<file path="src/selcall_pkg.sv">
// shared constants, types and the tone table for the selcall decoder and its receiver
package selcall_pkg;

    // clocks
    localparam int SYS_CLK_HZ     = 100_000_000;
    localparam int CLK_MHZ        = SYS_CLK_HZ / 1_000_000;
    localparam int CLK_PER_MS     = SYS_CLK_HZ / 1000;
    localparam int MASTER_HZ      = 560_000;
    localparam int MASTER_DIV     = 24;
    localparam int MASTER_HALF    = MASTER_DIV / 2;
    localparam int PHASE_W        = 28;

    // codes
    localparam int         CODE_W       = 4;
    localparam int         NUM_TONES    = 15;
    localparam logic [3:0] CODE_NOTONE  = 4'hf;
    localparam logic [3:0] CODE_NO_DATA = 4'he;

    // period measurement in master clock cycles
    localparam int          PERIOD_W   = 12;
    localparam logic [11:0] PERIOD_MAX = 12'hfff;
    localparam int          TOL_PCT    = 2;
    localparam int          TONE_HZ [0:14] = '{1981, 1124, 1197, 1275, 1358, 1446, 1540, 1640,
                                              1747, 1860, 2400, 930, 2247, 991, 2110};

    // times in their own units
    localparam int QUAL_TIME_MS     = 16;
    localparam int NOTONE_TIME_MS   = 33;
    localparam int STROBE_DELAY_US  = 500;
    localparam int STROBE_WIDTH_US  = 1000;
    localparam int PUR_TIME_US      = 1000;

    // times in system clock cycles
    localparam int QUAL_CYCLES         = QUAL_TIME_MS * CLK_PER_MS;
    localparam int NOTONE_CYCLES       = NOTONE_TIME_MS * CLK_PER_MS;
    localparam int STROBE_DELAY_CYCLES = STROBE_DELAY_US * CLK_MHZ;
    localparam int STROBE_WIDTH_CYCLES = STROBE_WIDTH_US * CLK_MHZ;
    localparam int PUR_CYCLES          = PUR_TIME_US * CLK_MHZ;

    // receiver buffering
    localparam int FIFO_DEPTH = 16;

    typedef logic [23:0] count_t;

    typedef enum logic [1:0] {
        RUN_RESET  = 2'b00,
        RUN_SHOW_E = 2'b01,
        RUN_DECODE = 2'b11
    } run_e;

    typedef enum logic [1:0] {
        ST_IDLE  = 2'b00,
        ST_DELAY = 2'b01,
        ST_PULSE = 2'b11,
        ST_HOLD  = 2'b10
    } strobe_e;

    function automatic logic [11:0] period_lo(input int idx);
        return 12'((MASTER_HZ * (100 - TOL_PCT)) / (100 * TONE_HZ[idx]));
    endfunction

    function automatic logic [11:0] period_hi(input int idx);
        return 12'((MASTER_HZ * (100 + TOL_PCT)) / (100 * TONE_HZ[idx]));
    endfunction

    // returns {hit, code} for a measured period
    function automatic logic [4:0] classify_period(input logic [11:0] p);
        logic [4:0] r;
        r = {1'b0, CODE_NOTONE};
        for (int i = 0; i < NUM_TONES; i++) begin
            if (p >= period_lo(i) && p <= period_hi(i)) begin
                r = {1'b1, 4'(i)};
            end
        end
        return r;
    endfunction

endpackage

</file>
<file path="src/tone_link_if.sv">
// pin-level link between the tone decoder and its receiving logic
`timescale 1ns/100ps
interface tone_link_if;
    logic [3:0] tone_code;
    logic       code_strobe;
    logic       clock_23k;
    logic       handshake_hold_n;
    logic       power_up_reset;

    modport device (
        output tone_code,
        output code_strobe,
        output clock_23k,
        input  handshake_hold_n,
        input  power_up_reset
    );

    modport host (
        input  tone_code,
        input  code_strobe,
        output handshake_hold_n,
        output power_up_reset
    );
endinterface

</file>
<file path="src/selcall_tone_code_decoder.sv">
// selective-call tone decoder end: period classifier, code latch, strobe and clock output
//
// What this block does
// - classify input into fifteen channels, 4-bit code
// - latch qualified tone code and strobe
// - 33 ms without qualified tone gives no-tone
// - no-tone code is hex F
// - strobe on code change only, from the end of hex E on, at most one more held pending while busy
// - strobe 0.5 ms after data, 1 ms wide
// - hold low at change stretches strobe
// - after power-up reset show hex E, no strobe
// - power-up reset held high at least 1 ms
// - tone code shows hex F and strobe stays idle during power-up reset
// - one fixed toneset maps fifteen frequencies
// - 23.333 kHz clock is master divided by 24
// - tones last at least 20 ms
// - a gap gives no-tone once time from losing qualification to requalifying (16 ms) reaches 33 ms
`timescale 1ns/100ps
module selcall_tone_code_decoder #(
    parameter int QUAL_CYCLES         = selcall_pkg::QUAL_CYCLES,
    parameter int NOTONE_CYCLES       = selcall_pkg::NOTONE_CYCLES,
    parameter int STROBE_DELAY_CYCLES = selcall_pkg::STROBE_DELAY_CYCLES,
    parameter int STROBE_WIDTH_CYCLES = selcall_pkg::STROBE_WIDTH_CYCLES
) (
    // clock and reset
    input  wire logic    sys_clk_in,
    input  wire logic    reset_n_in,
    // limited audio
    input  wire logic    limited_tone_in,
    // link to receiver
    tone_link_if.device  link
);

    logic [2:0]           sync_a;
    logic [2:0]           sync_b;
    logic                 tone_last;
    logic                 tone_s;
    logic                 hold_n_s;
    logic                 pur_s;
    logic                 tone_rise;

    logic [27:0]          phase_acc;
    logic [27:0]          next_phase_acc;
    logic                 master_tick;
    logic                 next_master_tick;
    logic [3:0]           div_cnt;
    logic [3:0]           next_div_cnt;
    logic                 clk23;
    logic                 next_clk23;

    logic [11:0]          tone_period;
    logic [11:0]          next_tone_period;
    logic [3:0]           cand_code;
    logic [3:0]           next_cand_code;
    logic                 cand_valid;
    logic                 next_cand_valid;
    selcall_pkg::count_t  qual_cnt;
    selcall_pkg::count_t  next_qual_cnt;
    logic                 qual_done;
    logic                 next_qual_done;
    selcall_pkg::count_t  silence_cnt;
    selcall_pkg::count_t  next_silence_cnt;
    logic                 silence_expired;
    selcall_pkg::run_e    run_state;
    selcall_pkg::run_e    next_run_state;
    logic [3:0]           code;
    logic [3:0]           next_code;
    logic                 code_change;

    selcall_pkg::strobe_e sstate;
    selcall_pkg::strobe_e next_sstate;
    selcall_pkg::count_t  s_cnt;
    selcall_pkg::count_t  next_s_cnt;
    logic                 hold_latch;
    logic                 next_hold_latch;
    logic                 pending;
    logic                 next_pending;
    logic                 pend_hold;
    logic                 next_pend_hold;
    logic                 strobe;
    logic                 next_strobe;

    assign tone_s          = sync_b[0];
    assign hold_n_s        = sync_b[1];
    assign pur_s           = sync_b[2];
    assign tone_rise       = tone_s & ~tone_last;
    assign silence_expired = (silence_cnt == selcall_pkg::count_t'(NOTONE_CYCLES));

    always_ff @(posedge sys_clk_in or negedge reset_n_in) begin
        if (!reset_n_in) begin
            sync_a    <= 3'h6;
            sync_b    <= 3'h6;
            tone_last <= 1'b0;
        end else begin
            sync_a    <= {link.power_up_reset, link.handshake_hold_n, limited_tone_in};
            sync_b    <= sync_a;
            tone_last <= sync_b[0];
        end
    end

    always_comb begin
        logic [4:0] hit;
        hit = selcall_pkg::classify_period(tone_period);
        // master tick and divide by 24
        next_phase_acc   = phase_acc + 28'(selcall_pkg::MASTER_HZ);
        next_master_tick = 1'b0;
        if (next_phase_acc >= 28'(selcall_pkg::SYS_CLK_HZ)) begin
            next_phase_acc   = next_phase_acc - 28'(selcall_pkg::SYS_CLK_HZ);
            next_master_tick = 1'b1;
        end
        next_div_cnt = div_cnt;
        next_clk23   = clk23;
        if (master_tick) begin
            if (div_cnt == 4'(selcall_pkg::MASTER_HALF - 1)) begin
                next_div_cnt = 4'h0;
                next_clk23   = ~clk23;
            end else begin
                next_div_cnt = div_cnt + 4'h1;
            end
        end
        next_tone_period = tone_period;
        if (tone_rise) begin
            next_tone_period = 12'h000;
        end else if (master_tick && tone_period != selcall_pkg::PERIOD_MAX) begin
            next_tone_period = tone_period + 12'h001;
        end
        next_cand_code  = cand_code;
        next_cand_valid = cand_valid;
        next_qual_cnt   = qual_cnt;
        next_qual_done  = qual_done;
        if (cand_valid && !qual_done) begin
            next_qual_cnt = qual_cnt + 24'h000001;
            if (qual_cnt == selcall_pkg::count_t'(QUAL_CYCLES - 1)) begin
                next_qual_done = 1'b1;
            end
        end
        if (tone_rise) begin
            if (hit[4] && !(cand_valid && hit[3:0] == cand_code)) begin
                next_cand_code  = hit[3:0];
                next_cand_valid = 1'b1;
                next_qual_cnt   = 24'h000000;
                next_qual_done  = 1'b0;
            end else if (!hit[4]) begin
                next_cand_valid = 1'b0;
                next_qual_done  = 1'b0;
            end
        end
        if (tone_period == selcall_pkg::PERIOD_MAX) begin
            next_cand_valid = 1'b0;
            next_qual_done  = 1'b0;
        end
        // silence timer, cleared by a held tone
        if (run_state == selcall_pkg::RUN_DECODE && qual_done) begin
            next_silence_cnt = 24'h000000;
        end else if (!silence_expired) begin
            next_silence_cnt = silence_cnt + 24'h000001;
        end else begin
            next_silence_cnt = silence_cnt;
        end
        next_run_state = run_state;
        next_code      = code;
        code_change    = 1'b0;
        case (run_state)
            selcall_pkg::RUN_RESET: begin
                next_run_state   = selcall_pkg::RUN_SHOW_E;
                next_code        = selcall_pkg::CODE_NO_DATA;
                next_silence_cnt = 24'h000000;
            end
            selcall_pkg::RUN_SHOW_E: begin
                // e stands exactly the no-tone time
                if (silence_cnt == selcall_pkg::count_t'(NOTONE_CYCLES - 1)) begin
                    next_run_state = selcall_pkg::RUN_DECODE;
                    next_code      = qual_done ? cand_code : selcall_pkg::CODE_NOTONE;
                    code_change    = (next_code != code);
                end
            end
            selcall_pkg::RUN_DECODE: begin
                if (qual_done) begin
                    next_code = cand_code;
                end else if (silence_expired) begin
                    next_code = selcall_pkg::CODE_NOTONE;
                end
                code_change = (next_code != code);
            end
            default: begin
                next_run_state = selcall_pkg::RUN_RESET;
            end
        endcase
        if (pur_s) begin
            next_run_state   = selcall_pkg::RUN_RESET;
            next_code        = selcall_pkg::CODE_NOTONE;
            next_cand_valid  = 1'b0;
            next_qual_done   = 1'b0;
            next_qual_cnt    = 24'h000000;
            next_silence_cnt = 24'h000000;
            code_change      = 1'b0;
        end
    end

    always_ff @(posedge sys_clk_in or negedge reset_n_in) begin
        if (!reset_n_in) begin
            phase_acc   <= 28'h0000000;
            master_tick <= 1'b0;
            div_cnt     <= 4'h0;
            clk23       <= 1'b0;
            tone_period <= 12'hfff;
            cand_code   <= 4'hf;
            cand_valid  <= 1'b0;
            qual_cnt    <= 24'h000000;
            qual_done   <= 1'b0;
            silence_cnt <= 24'h000000;
            run_state   <= selcall_pkg::RUN_RESET;
            code        <= 4'hf;
        end else begin
            phase_acc   <= next_phase_acc;
            master_tick <= next_master_tick;
            div_cnt     <= next_div_cnt;
            clk23       <= next_clk23;
            tone_period <= next_tone_period;
            cand_code   <= next_cand_code;
            cand_valid  <= next_cand_valid;
            qual_cnt    <= next_qual_cnt;
            qual_done   <= next_qual_done;
            silence_cnt <= next_silence_cnt;
            run_state   <= next_run_state;
            code        <= next_code;
        end
    end

    always_comb begin
        logic free;
        free            = 1'b0;
        next_sstate     = sstate;
        next_s_cnt      = s_cnt;
        next_hold_latch = hold_latch;
        next_pending    = pending;
        next_pend_hold  = pend_hold;
        case (sstate)
            selcall_pkg::ST_IDLE: begin
                free = 1'b1;
            end
            selcall_pkg::ST_DELAY: begin
                next_s_cnt = s_cnt + 24'h000001;
                if (s_cnt == selcall_pkg::count_t'(STROBE_DELAY_CYCLES - 1)) begin
                    next_sstate = selcall_pkg::ST_PULSE;
                    next_s_cnt  = 24'h000000;
                end
            end
            selcall_pkg::ST_PULSE: begin
                next_s_cnt = s_cnt + 24'h000001;
                if (s_cnt == selcall_pkg::count_t'(STROBE_WIDTH_CYCLES - 1)) begin
                    if (hold_latch && !hold_n_s) begin
                        next_sstate = selcall_pkg::ST_HOLD;
                    end else begin
                        free = 1'b1;
                    end
                end
            end
            selcall_pkg::ST_HOLD: begin
                if (hold_n_s) begin
                    free = 1'b1;
                end
            end
            default: begin
                free = 1'b1;
            end
        endcase
        // one strobe per change, at most one more change held pending while busy
        if (free) begin
            next_sstate = selcall_pkg::ST_IDLE;
            if (code_change || pending) begin
                next_sstate     = selcall_pkg::ST_DELAY;
                next_s_cnt      = 24'h000000;
                next_hold_latch = code_change ? ~hold_n_s : pend_hold;
                next_pending    = 1'b0;
            end
        end else if (code_change) begin
            next_pending   = 1'b1;
            next_pend_hold = ~hold_n_s;
        end
        if (pur_s) begin
            next_sstate  = selcall_pkg::ST_IDLE;
            next_pending = 1'b0;
        end
        next_strobe = (next_sstate == selcall_pkg::ST_PULSE) ||
                      (next_sstate == selcall_pkg::ST_HOLD);
    end

    always_ff @(posedge sys_clk_in or negedge reset_n_in) begin
        if (!reset_n_in) begin
            sstate     <= selcall_pkg::ST_IDLE;
            s_cnt      <= 24'h000000;
            hold_latch <= 1'b0;
            pending    <= 1'b0;
            pend_hold  <= 1'b0;
            strobe     <= 1'b0;
        end else begin
            sstate     <= next_sstate;
            s_cnt      <= next_s_cnt;
            hold_latch <= next_hold_latch;
            pending    <= next_pending;
            pend_hold  <= next_pend_hold;
            strobe     <= next_strobe;
        end
    end

    assign link.tone_code   = code;
    assign link.code_strobe = strobe;
    assign link.clock_23k   = clk23;

endmodule

</file>
<file path="src/flat_wrapper.sv">
// flat-port wrapper written by rule: the top's interface ports become plain ports
module selcall_tone_code_decoder_flat 
#(
    parameter int QUAL_CYCLES         = selcall_pkg::QUAL_CYCLES,
    parameter int NOTONE_CYCLES       = selcall_pkg::NOTONE_CYCLES,
    parameter int STROBE_DELAY_CYCLES = selcall_pkg::STROBE_DELAY_CYCLES,
    parameter int STROBE_WIDTH_CYCLES = selcall_pkg::STROBE_WIDTH_CYCLES
)
  (sys_clk_in, reset_n_in, limited_tone_in, link_tone_code, link_code_strobe, link_clock_23k, link_handshake_hold_n, link_power_up_reset);
  tone_link_if link_i ();
  input  wire logic sys_clk_in;
  input  wire logic reset_n_in;
  input  wire logic limited_tone_in;
  output wire logic [$bits(link_i.tone_code)-1:0] link_tone_code;
  output wire logic [$bits(link_i.code_strobe)-1:0] link_code_strobe;
  output wire logic [$bits(link_i.clock_23k)-1:0] link_clock_23k;
  input wire logic [$bits(link_i.handshake_hold_n)-1:0] link_handshake_hold_n;
  input wire logic [$bits(link_i.power_up_reset)-1:0] link_power_up_reset;
  assign link_tone_code = link_i.tone_code;
  assign link_code_strobe = link_i.code_strobe;
  assign link_clock_23k = link_i.clock_23k;
  assign link_i.handshake_hold_n = link_handshake_hold_n;
  assign link_i.power_up_reset = link_power_up_reset;
  selcall_tone_code_decoder #(.QUAL_CYCLES(QUAL_CYCLES), .NOTONE_CYCLES(NOTONE_CYCLES), .STROBE_DELAY_CYCLES(STROBE_DELAY_CYCLES), .STROBE_WIDTH_CYCLES(STROBE_WIDTH_CYCLES)) u_core (.sys_clk_in(sys_clk_in), .reset_n_in(reset_n_in), .limited_tone_in(limited_tone_in), .link(link_i));
endmodule
</file>
<file path="config.mk">
export PLATFORM = sky130hd
export DESIGN_NAME = selcall_tone_code_decoder_flat
export DESIGN_NICKNAME = d
export VERILOG_FILES = /design/src/selcall_pkg.sv /design/src/tone_link_if.sv /design/src/selcall_tone_code_decoder.sv /design/src/flat_wrapper.sv
export SDC_FILE = /design/constraint.sdc
export NUM_CORES = 1
export LEC_CHECK = 0
export BUFFER_PORTS_ARGS = -buffer_cell sky130_fd_sc_hd__buf_2
export CORE_ASPECT_RATIO = 0.8
export CORE_UTILIZATION = 60
export CTS_CLUSTER_DIAMETER = 100
export DETAILED_ROUTE_END_ITERATION = 12
export GPL_ROUTABILITY_DRIVEN = 0
export HOLD_SLACK_MARGIN = 0.08
export PLACE_DENSITY = 0.83
export SLEW_MARGIN = 10
export SYNTH_ARGS = -nofsm -noshare
export SYNTH_HDL_FRONTEND = slang
export SYNTH_SLANG_ARGS = --single-unit
</file>
<file path="constraint.sdc">
create_clock -name sys_clk_in -period 7.6 [get_ports sys_clk_in]
set_input_delay 1.52 -clock sys_clk_in [delete_from_list [all_inputs] [get_ports sys_clk_in]]
set_output_delay 1.52 -clock sys_clk_in [all_outputs]
set_load 0.005 [all_outputs]
</file>
==> Word level (Yosys, flattened, before mapping) <==
Cells that the tools add are included.
{ "classes": {"reduce_logical": 39, "bitwise_logic": 4, "n_addsub": 7, "eq_ne": 23, "order_cmp": 31, "muxes": 73} }
{ "op_table": {"columns": ["op", "n"], "rows": [
  ["2-to-1 mux 24 bit", 11],
  ["greater-or-equal comparator 12 x 9 -> 1 bit (second input constant)", 11],
  ["<= comparator 12 x 9 -> 1 bit (second input constant)", 11],
  ["2-to-1 mux 5 bit", 15],
  ["adder 24 x 1 -> 24 bit (second input constant)", 3],
  ["equality test 24 x 22 -> 1 bit (second input constant)", 2],
  ["case mux 24 bit (2 select lines)", 1],
  ["adder 28 x 20 -> 28 bit (second input constant)", 1],
  ["greater-or-equal comparator 28 x 27 -> 1 bit (second input constant)", 1],
  ["2-to-1 mux 28 bit", 1],
  ["2-to-1 mux 4 bit", 7],
  ["subtractor 28 x 27 -> 28 bit (second input constant)", 1],
  ["equality test 24 x 16 -> 1 bit (second input constant)", 1],
  ["equality test 24 x 17 -> 1 bit (second input constant)", 1],
  ["equality test 24 x 21 -> 1 bit (second input constant)", 1],
  ["greater-or-equal comparator 12 x 10 -> 1 bit (second input constant)", 2],
  ["greater-or-equal comparator 12 x 8 -> 1 bit (second input constant)", 2],
  ["<= comparator 12 x 10 -> 1 bit (second input constant)", 2],
  ["<= comparator 12 x 8 -> 1 bit (second input constant)", 2],
  ["2-to-1 mux 1 bit", 24],
  ["2-to-1 mux 12 bit", 2],
  ["logical AND 1 bit", 21],
  ["2-to-1 mux 2 bit", 7],
  ["AND reduction 2 bit", 7],
  ["other kinds (26)", 40]
]} }
{ "totals": {"ff_bits": 143, "wordCells": 198, "inputBits": 5, "output_inout_bits": 6} }

==> Depth between registers and ports, before layout <==
{ "depth": {"word_depth": 25, "ltp_mapped": 13, "mapped_depth_nobuf": 11} }

==> Worst setup path before layout <==
OpenSTA, ideal clock, no wires.
{ "synth_timing": {"path_type": "reg2reg", "from": "reg u_core.tone_period[1]", "to": "reg u_core.qual_cnt[15]", "setup_slack_ps": 4686, "arrival_time_ps": 2842, "setup_time_ps": 72, "required_ps": 7528, "period_less_slack_ps": 2914, "path_stages_with_launch": 13, "path_buffers": 2, "path_cell_list": "dfstp_2 -> clkbuf_1 -> inv_1 -> ha_1 -> o311ai_0 -> a2111oi_0 -> a21oi_1 -> nor4b_1 -> and3_1 -> nor2_2 -> a21o_1 -> buf_2 -> nor2_1"} }
{ "synth_via": {"elab_chain_len": 24, "elab_cells_between_ends": 67, "classes_between": "30 x order compare; 1 x eq/ne; 18 x mux; 18 x reduce/logical"} }
{ "synth_rtl": {"columns": ["item", "line_no", "rtl"], "rows": [
  ["start: declaration", "selcall_tone_code_decoder.sv:51", "logic [11:0] tone_period;"],
  ["start signal: assignment", "selcall_tone_code_decoder.sv:219", "tone_period <= next_tone_period;"],
  ["greater-or-equal comparator 12 x 9 -> 1 bit / <= comparator 12 x 9 -> 1 bit (equally long branches)", "selcall_pkg.sv:71", "if (p >= period_lo(i) && p <= period_hi(i)) begin"],
  ["logical AND 1 bit", "selcall_pkg.sv:71", null],
  ["2-to-1 mux 5 bit (14 in series)", "selcall_pkg.sv:71", null],
  ["2-to-1 mux 5 bit (*)", "selcall_pkg.sv:71", null],
  ["equality test 4 bit", "selcall_tone_code_decoder.sv:138", "if (hit[4] && !(cand_valid && hit[3:0] == cand_code)) begin"],
  ["logical AND 1 bit", "selcall_tone_code_decoder.sv:138", null],
  ["logical NOT 1 bit", "selcall_tone_code_decoder.sv:138", null],
  ["logical AND 1 bit (*)", "selcall_tone_code_decoder.sv:138", null],
  ["2-to-1 mux 24 bit (*)", "selcall_tone_code_decoder.sv:138", null],
  ["2-to-1 mux 24 bit (*)", "selcall_tone_code_decoder.sv:137", "if (tone_rise) begin"],
  ["2-to-1 mux 24 bit (*)", "selcall_tone_code_decoder.sv:189", "if (pur_s) begin"],
  ["via u_core.next_qual_cnt[15]", "selcall_tone_code_decoder.sv:58", "selcall_pkg::count_t next_qual_cnt;"],
  ["end signal: assignment", "selcall_tone_code_decoder.sv:222", "qual_cnt <= next_qual_cnt;"],
  ["end: declaration", "selcall_tone_code_decoder.sv:57", "selcall_pkg::count_t qual_cnt;"]
]} }
The timed path passes the listed nets; every way through them passes the cells marked *.
A chain may end at the register's enable or synchronous reset.

==> Final worst setup path <==
{ "layout_timing": {"from": "reg u_core.phase_acc[7]", "to": "reg u_core.phase_acc[11]"} }
{ "layout_via": {"elab_chain_len": 3, "elab_cells_between_ends": 4, "classes_between": "2 x add/sub; 1 x order compare; 1 x mux"} }
{ "layout_rtl": {"columns": ["item", "line_no", "rtl"], "rows": [
  ["start: declaration", "selcall_tone_code_decoder.sv:42", "logic [27:0] phase_acc;"],
  ["start signal: assignment", "selcall_tone_code_decoder.sv:215", "phase_acc <= next_phase_acc;"],
  ["adder 28 x 20 -> 28 bit (*)", "selcall_tone_code_decoder.sv:105", "next_phase_acc = phase_acc + 28'(selcall_pkg::MASTER_HZ);"],
  ["subtractor 28 x 27 -> 28 bit / greater-or-equal comparator 28 x 27 -> 1 bit (equally long branches)", "selcall_tone_code_decoder.sv:108, selcall_tone_code_decoder.sv:107", null],
  ["2-to-1 mux 28 bit (*)", "selcall_tone_code_decoder.sv:107", "if (next_phase_acc >= 28'(selcall_pkg::SYS_CLK_HZ)) begin"],
  ["via u_core.next_phase_acc[11]", "selcall_tone_code_decoder.sv:43", "logic [27:0] next_phase_acc;"]
]} }
Marks and branches as above.

==> flow_summary.ini <==
[power]
pwr-share-seq_pct = 46.3
comb_power_share_pct = 2.7
power_uw = 1592
ir_drop_mv = 0.1591
p_int_uw = 1242
swShare_pct = 21.97
p_per_area_mw_per_mm2 = 177.7
p_sw_uw = 349.8
p_clk_share_pct = 51.0
p_leak_uw = 0.003635

[setup_path]
cp-start-kind = flip-flop
rr_endpoint = u_core.phase_acc[11]$_DFF_PN0_
cp_max_fo = 11
ff2ff_path_depth = 11
worstPathRequired_ns = 7.91
rr_startpoint = u_core.phase_acc[7]$_DFF_PN0_
critPathArrivalTime_ns = 3.80
critical_path_class = reg2reg
critPathCaptureType = flip-flop
rrSetupSlack_ns = 4.10

[clock_network]
cts_tree = yes
cts_max_level = 4
cts_sinks = 136
insertion_delay_ns = 0.42
clock_path_buffers = 2
post_cts_resized = 0
postCtsSetupBuffers = 0
cts_root_buf = clkbuf_16
path_clk_slew_ns = 0.06
cts_buffers = 17
hold_buffers = 0

[timing]
rsz0062_at_grt = no
fin_crit_ns = 3.496
fmax_mhz = 286.1
maxSlewViolCount = 0
slew_headroom_pct = 37.77
period_share_pct = 45.99
setup_viol = 0
hold_viol_final = 0
fin_worst_skew_ns = 0.008888
max_slew.worst_pin.slew_ns = 0.9335
finalSetupTns_ns = 0
worst_slack_ns = 4.104

[die]
fp-row-count = 37
start_util_pct = 62.97
die_height_um = 107.1
core-area_mm2 = 0.01315
die_x_um = 133.3
ios = 11
dieArea_mm2 = 0.01428

[yosys]
synthDistinctLibCells = 79
postSynthCellCount = 930
synth.area.top_cells = dfrtp_1 (34%), dfstp_2 (7.6%), nor2_1 (6.3%)
synth_largest_area_cell = dfrtp_1
synth-seq-cells = 136
yosys.area.top_type_share_pct = 33.85
synth_edf_count = 0
async_flop_share_pct = 100.0
yosys_warnings = 0
yosysSeqAreaShare_pct = 41.47
syn_avg_cell_area_um2 = 8.902
syn_nets = 950
synth.most_common_cell = nor2_1
syn_area_mm2 = 0.008279
synthFlopType = dfrtp_1
synth_common_cells = nor2_1 (139), dfrtp_1 (112), nand2_1 (84)

[route]
remaining_drc_errors = 0
wl_per_cell_um = 15.69
totalWireLength_mm = 17.35
drtIter0Drc = 675
routed_via_density = 6.099
num_vias = 6746
firstDrtPassIters = 5
postRouteAntennaNets = 0

[layout]
fillCellCount = 1005
final_nets = 938
n_antenna_cell = 0
drive_gt1_share_pct = 10.42
regArea_mm2 = 0.003433
final_cells = 1106
multi_input_area_mm2 = 0.004544
area_delta_synth_final_pct = 8.206

[global_routing]
grt_start_max_net_pins = 77
grt_pass1_wl_mm = 29.30
grt_use_total_pct = 25.90
grt_pass1_vias = 6132
antenna_found_initial = 0
gr-total-overflow = 0

[worst_hold_path]
hold_path_end = u_core.sync_b[0]$_DFF_PN0_
hold_path_depth = 0
hold_class = reg2reg
hold_start = u_core.sync_a[0]$_DFF_PN0_

[job]
max_cap_viol_count = 0

[placed_design]
portBuffers = 10
placed_cells = 1074
dp_slack_ns = 4.170
hpwl_mm = 11.65

[status]
status = finished clean
worst max-delay path, cell delays in order (launching register included):
cell and delay (ns):
dfrtp_1 0.46, inv_1 0.09, ha_1 0.30, nand2b_1 0.20, a31oi_2 0.20, o21ai_1 0.40, mux2_2 0.38, a41o_1 0.26
a41oi_2 0.52, inv_1 0.21, and3_1 0.23, xnor2_1 0.12
layout make-up:
type | instances | area share (%)
multi-input combinational | 723 | 50.73
clock buffer | 21 | 5.140
tap | 175 | 2.444
inverter | 27 | 1.131
timing repair buffer | 13 | 0.8799
sequential | 136 | 38.32
clock inverter | 11 | 1.355
power groups by stage:
stage / registers, uW / clock network [uW] / logic, uW
2_1_floorplan: 748 / 0 / 22.1
3_3_place_gp: 749 / 0 / 43.1
3_5_place_dp: 749 / 0 / 44.3
4_1_cts: 737 / 825 / 44.3
5_1_grt: 737 / 859 / 51.0
6_report: 737 / 812 / 43.0
cells in the final DEF (no fill, tap or decap), types with 26 or more instances in the layout:
master and n:
a21oi_1 29, nand2_1 84, nand3_1 48, nand4_1 27
nor2_1 139, and3_1 31, xor2_1 53, dfrtp_1 112
nor3_1 26, inv_1 27, xnor2_1 57
through the flow:
step | util, % | hold WS (ns) | cell area, um2
final | 68.14 | 0.3468 | 8959
after global routing | 68.14 | 0.3575 | 8959
after global placement | 63.71 | 0.3369 | 8377
after CTS | 68.14 | 0.3475 | 8959
after detailed placement | 63.71 | 0.3347 | 8377
after floorplan | - | 0.3312 | 8279
sequential cells by signal, summed over array words and instances (netlist names):
signal and cells:
u_core.div_cnt 4, u_core.sstate 2, u_core.pending 1, u_core.link.tone_code 4, u_core.s_cnt 24, u_core.tone_last 1
u_core.silence_cnt 24, u_core.cand_valid 1, u_core.phase_acc 21, u_core.pend_hold 1, u_core.link.clock_23k 1, u_core.qual_done 1
u_core.sync_a 3, u_core.tone_period 12, u_core.qual_cnt 24, u_core.run_state 2, u_core.hold_latch 1, u_core.cand_code 4
u_core.master_tick 1, u_core.link.code_strobe 1, u_core.sync_b 3
cells by family after synthesis:
kind of cell,after synthesis,share of synthesized area (%)
buffers and inverters,71,3.642
XOR/XNOR,110,11.64
flip-flops,136,41.47
adder cells (fa/ha/maj),15,2.267
AND/OR/NAND/NOR,443,26.95
multiplexers,12,1.526
AO/OA/AOI/OAI,143,12.51
metal layers:
metal | global-route usage (%) | wire length [um]
met4 | 8.604 | 242
met2 | 37.80 | 7560
met5 | 0 | 0
met1 | 37.19 | 8411
met3 | 6.998 | 1135
worst max-delay path by stage:
| stage | start | end | slack (ns) | cells past startpoint |
|---|---|---|---|---|
| detailed placement | u_core.phase_acc[7]$_DFF_PN0_ | u_core.phase_acc[11]$_DFF_PN0_ | 4.17 | 11 |
| finish | u_core.phase_acc[7]$_DFF_PN0_ | u_core.phase_acc[11]$_DFF_PN0_ | 4.10 | 11 |
| floorplan | u_core.tone_period[1]$_DFFE_PN1P_ | u_core.qual_cnt[15]$_DFF_PN0_ | 4.69 | 12 |
| global route | u_core.tone_period[1]$_DFFE_PN1P_ | u_core.qual_cnt[16]$_DFF_PN0_ | 3.83 | 11 |
| global placement | u_core.phase_acc[7]$_DFF_PN0_ | u_core.phase_acc[11]$_DFF_PN0_ | 4.29 | 11 |
| CTS | u_core.phase_acc[7]$_DFF_PN0_ | u_core.phase_acc[11]$_DFF_PN0_ | 4.13 | 11 |
Note: power is estimated with default switching activity, not from simulation.
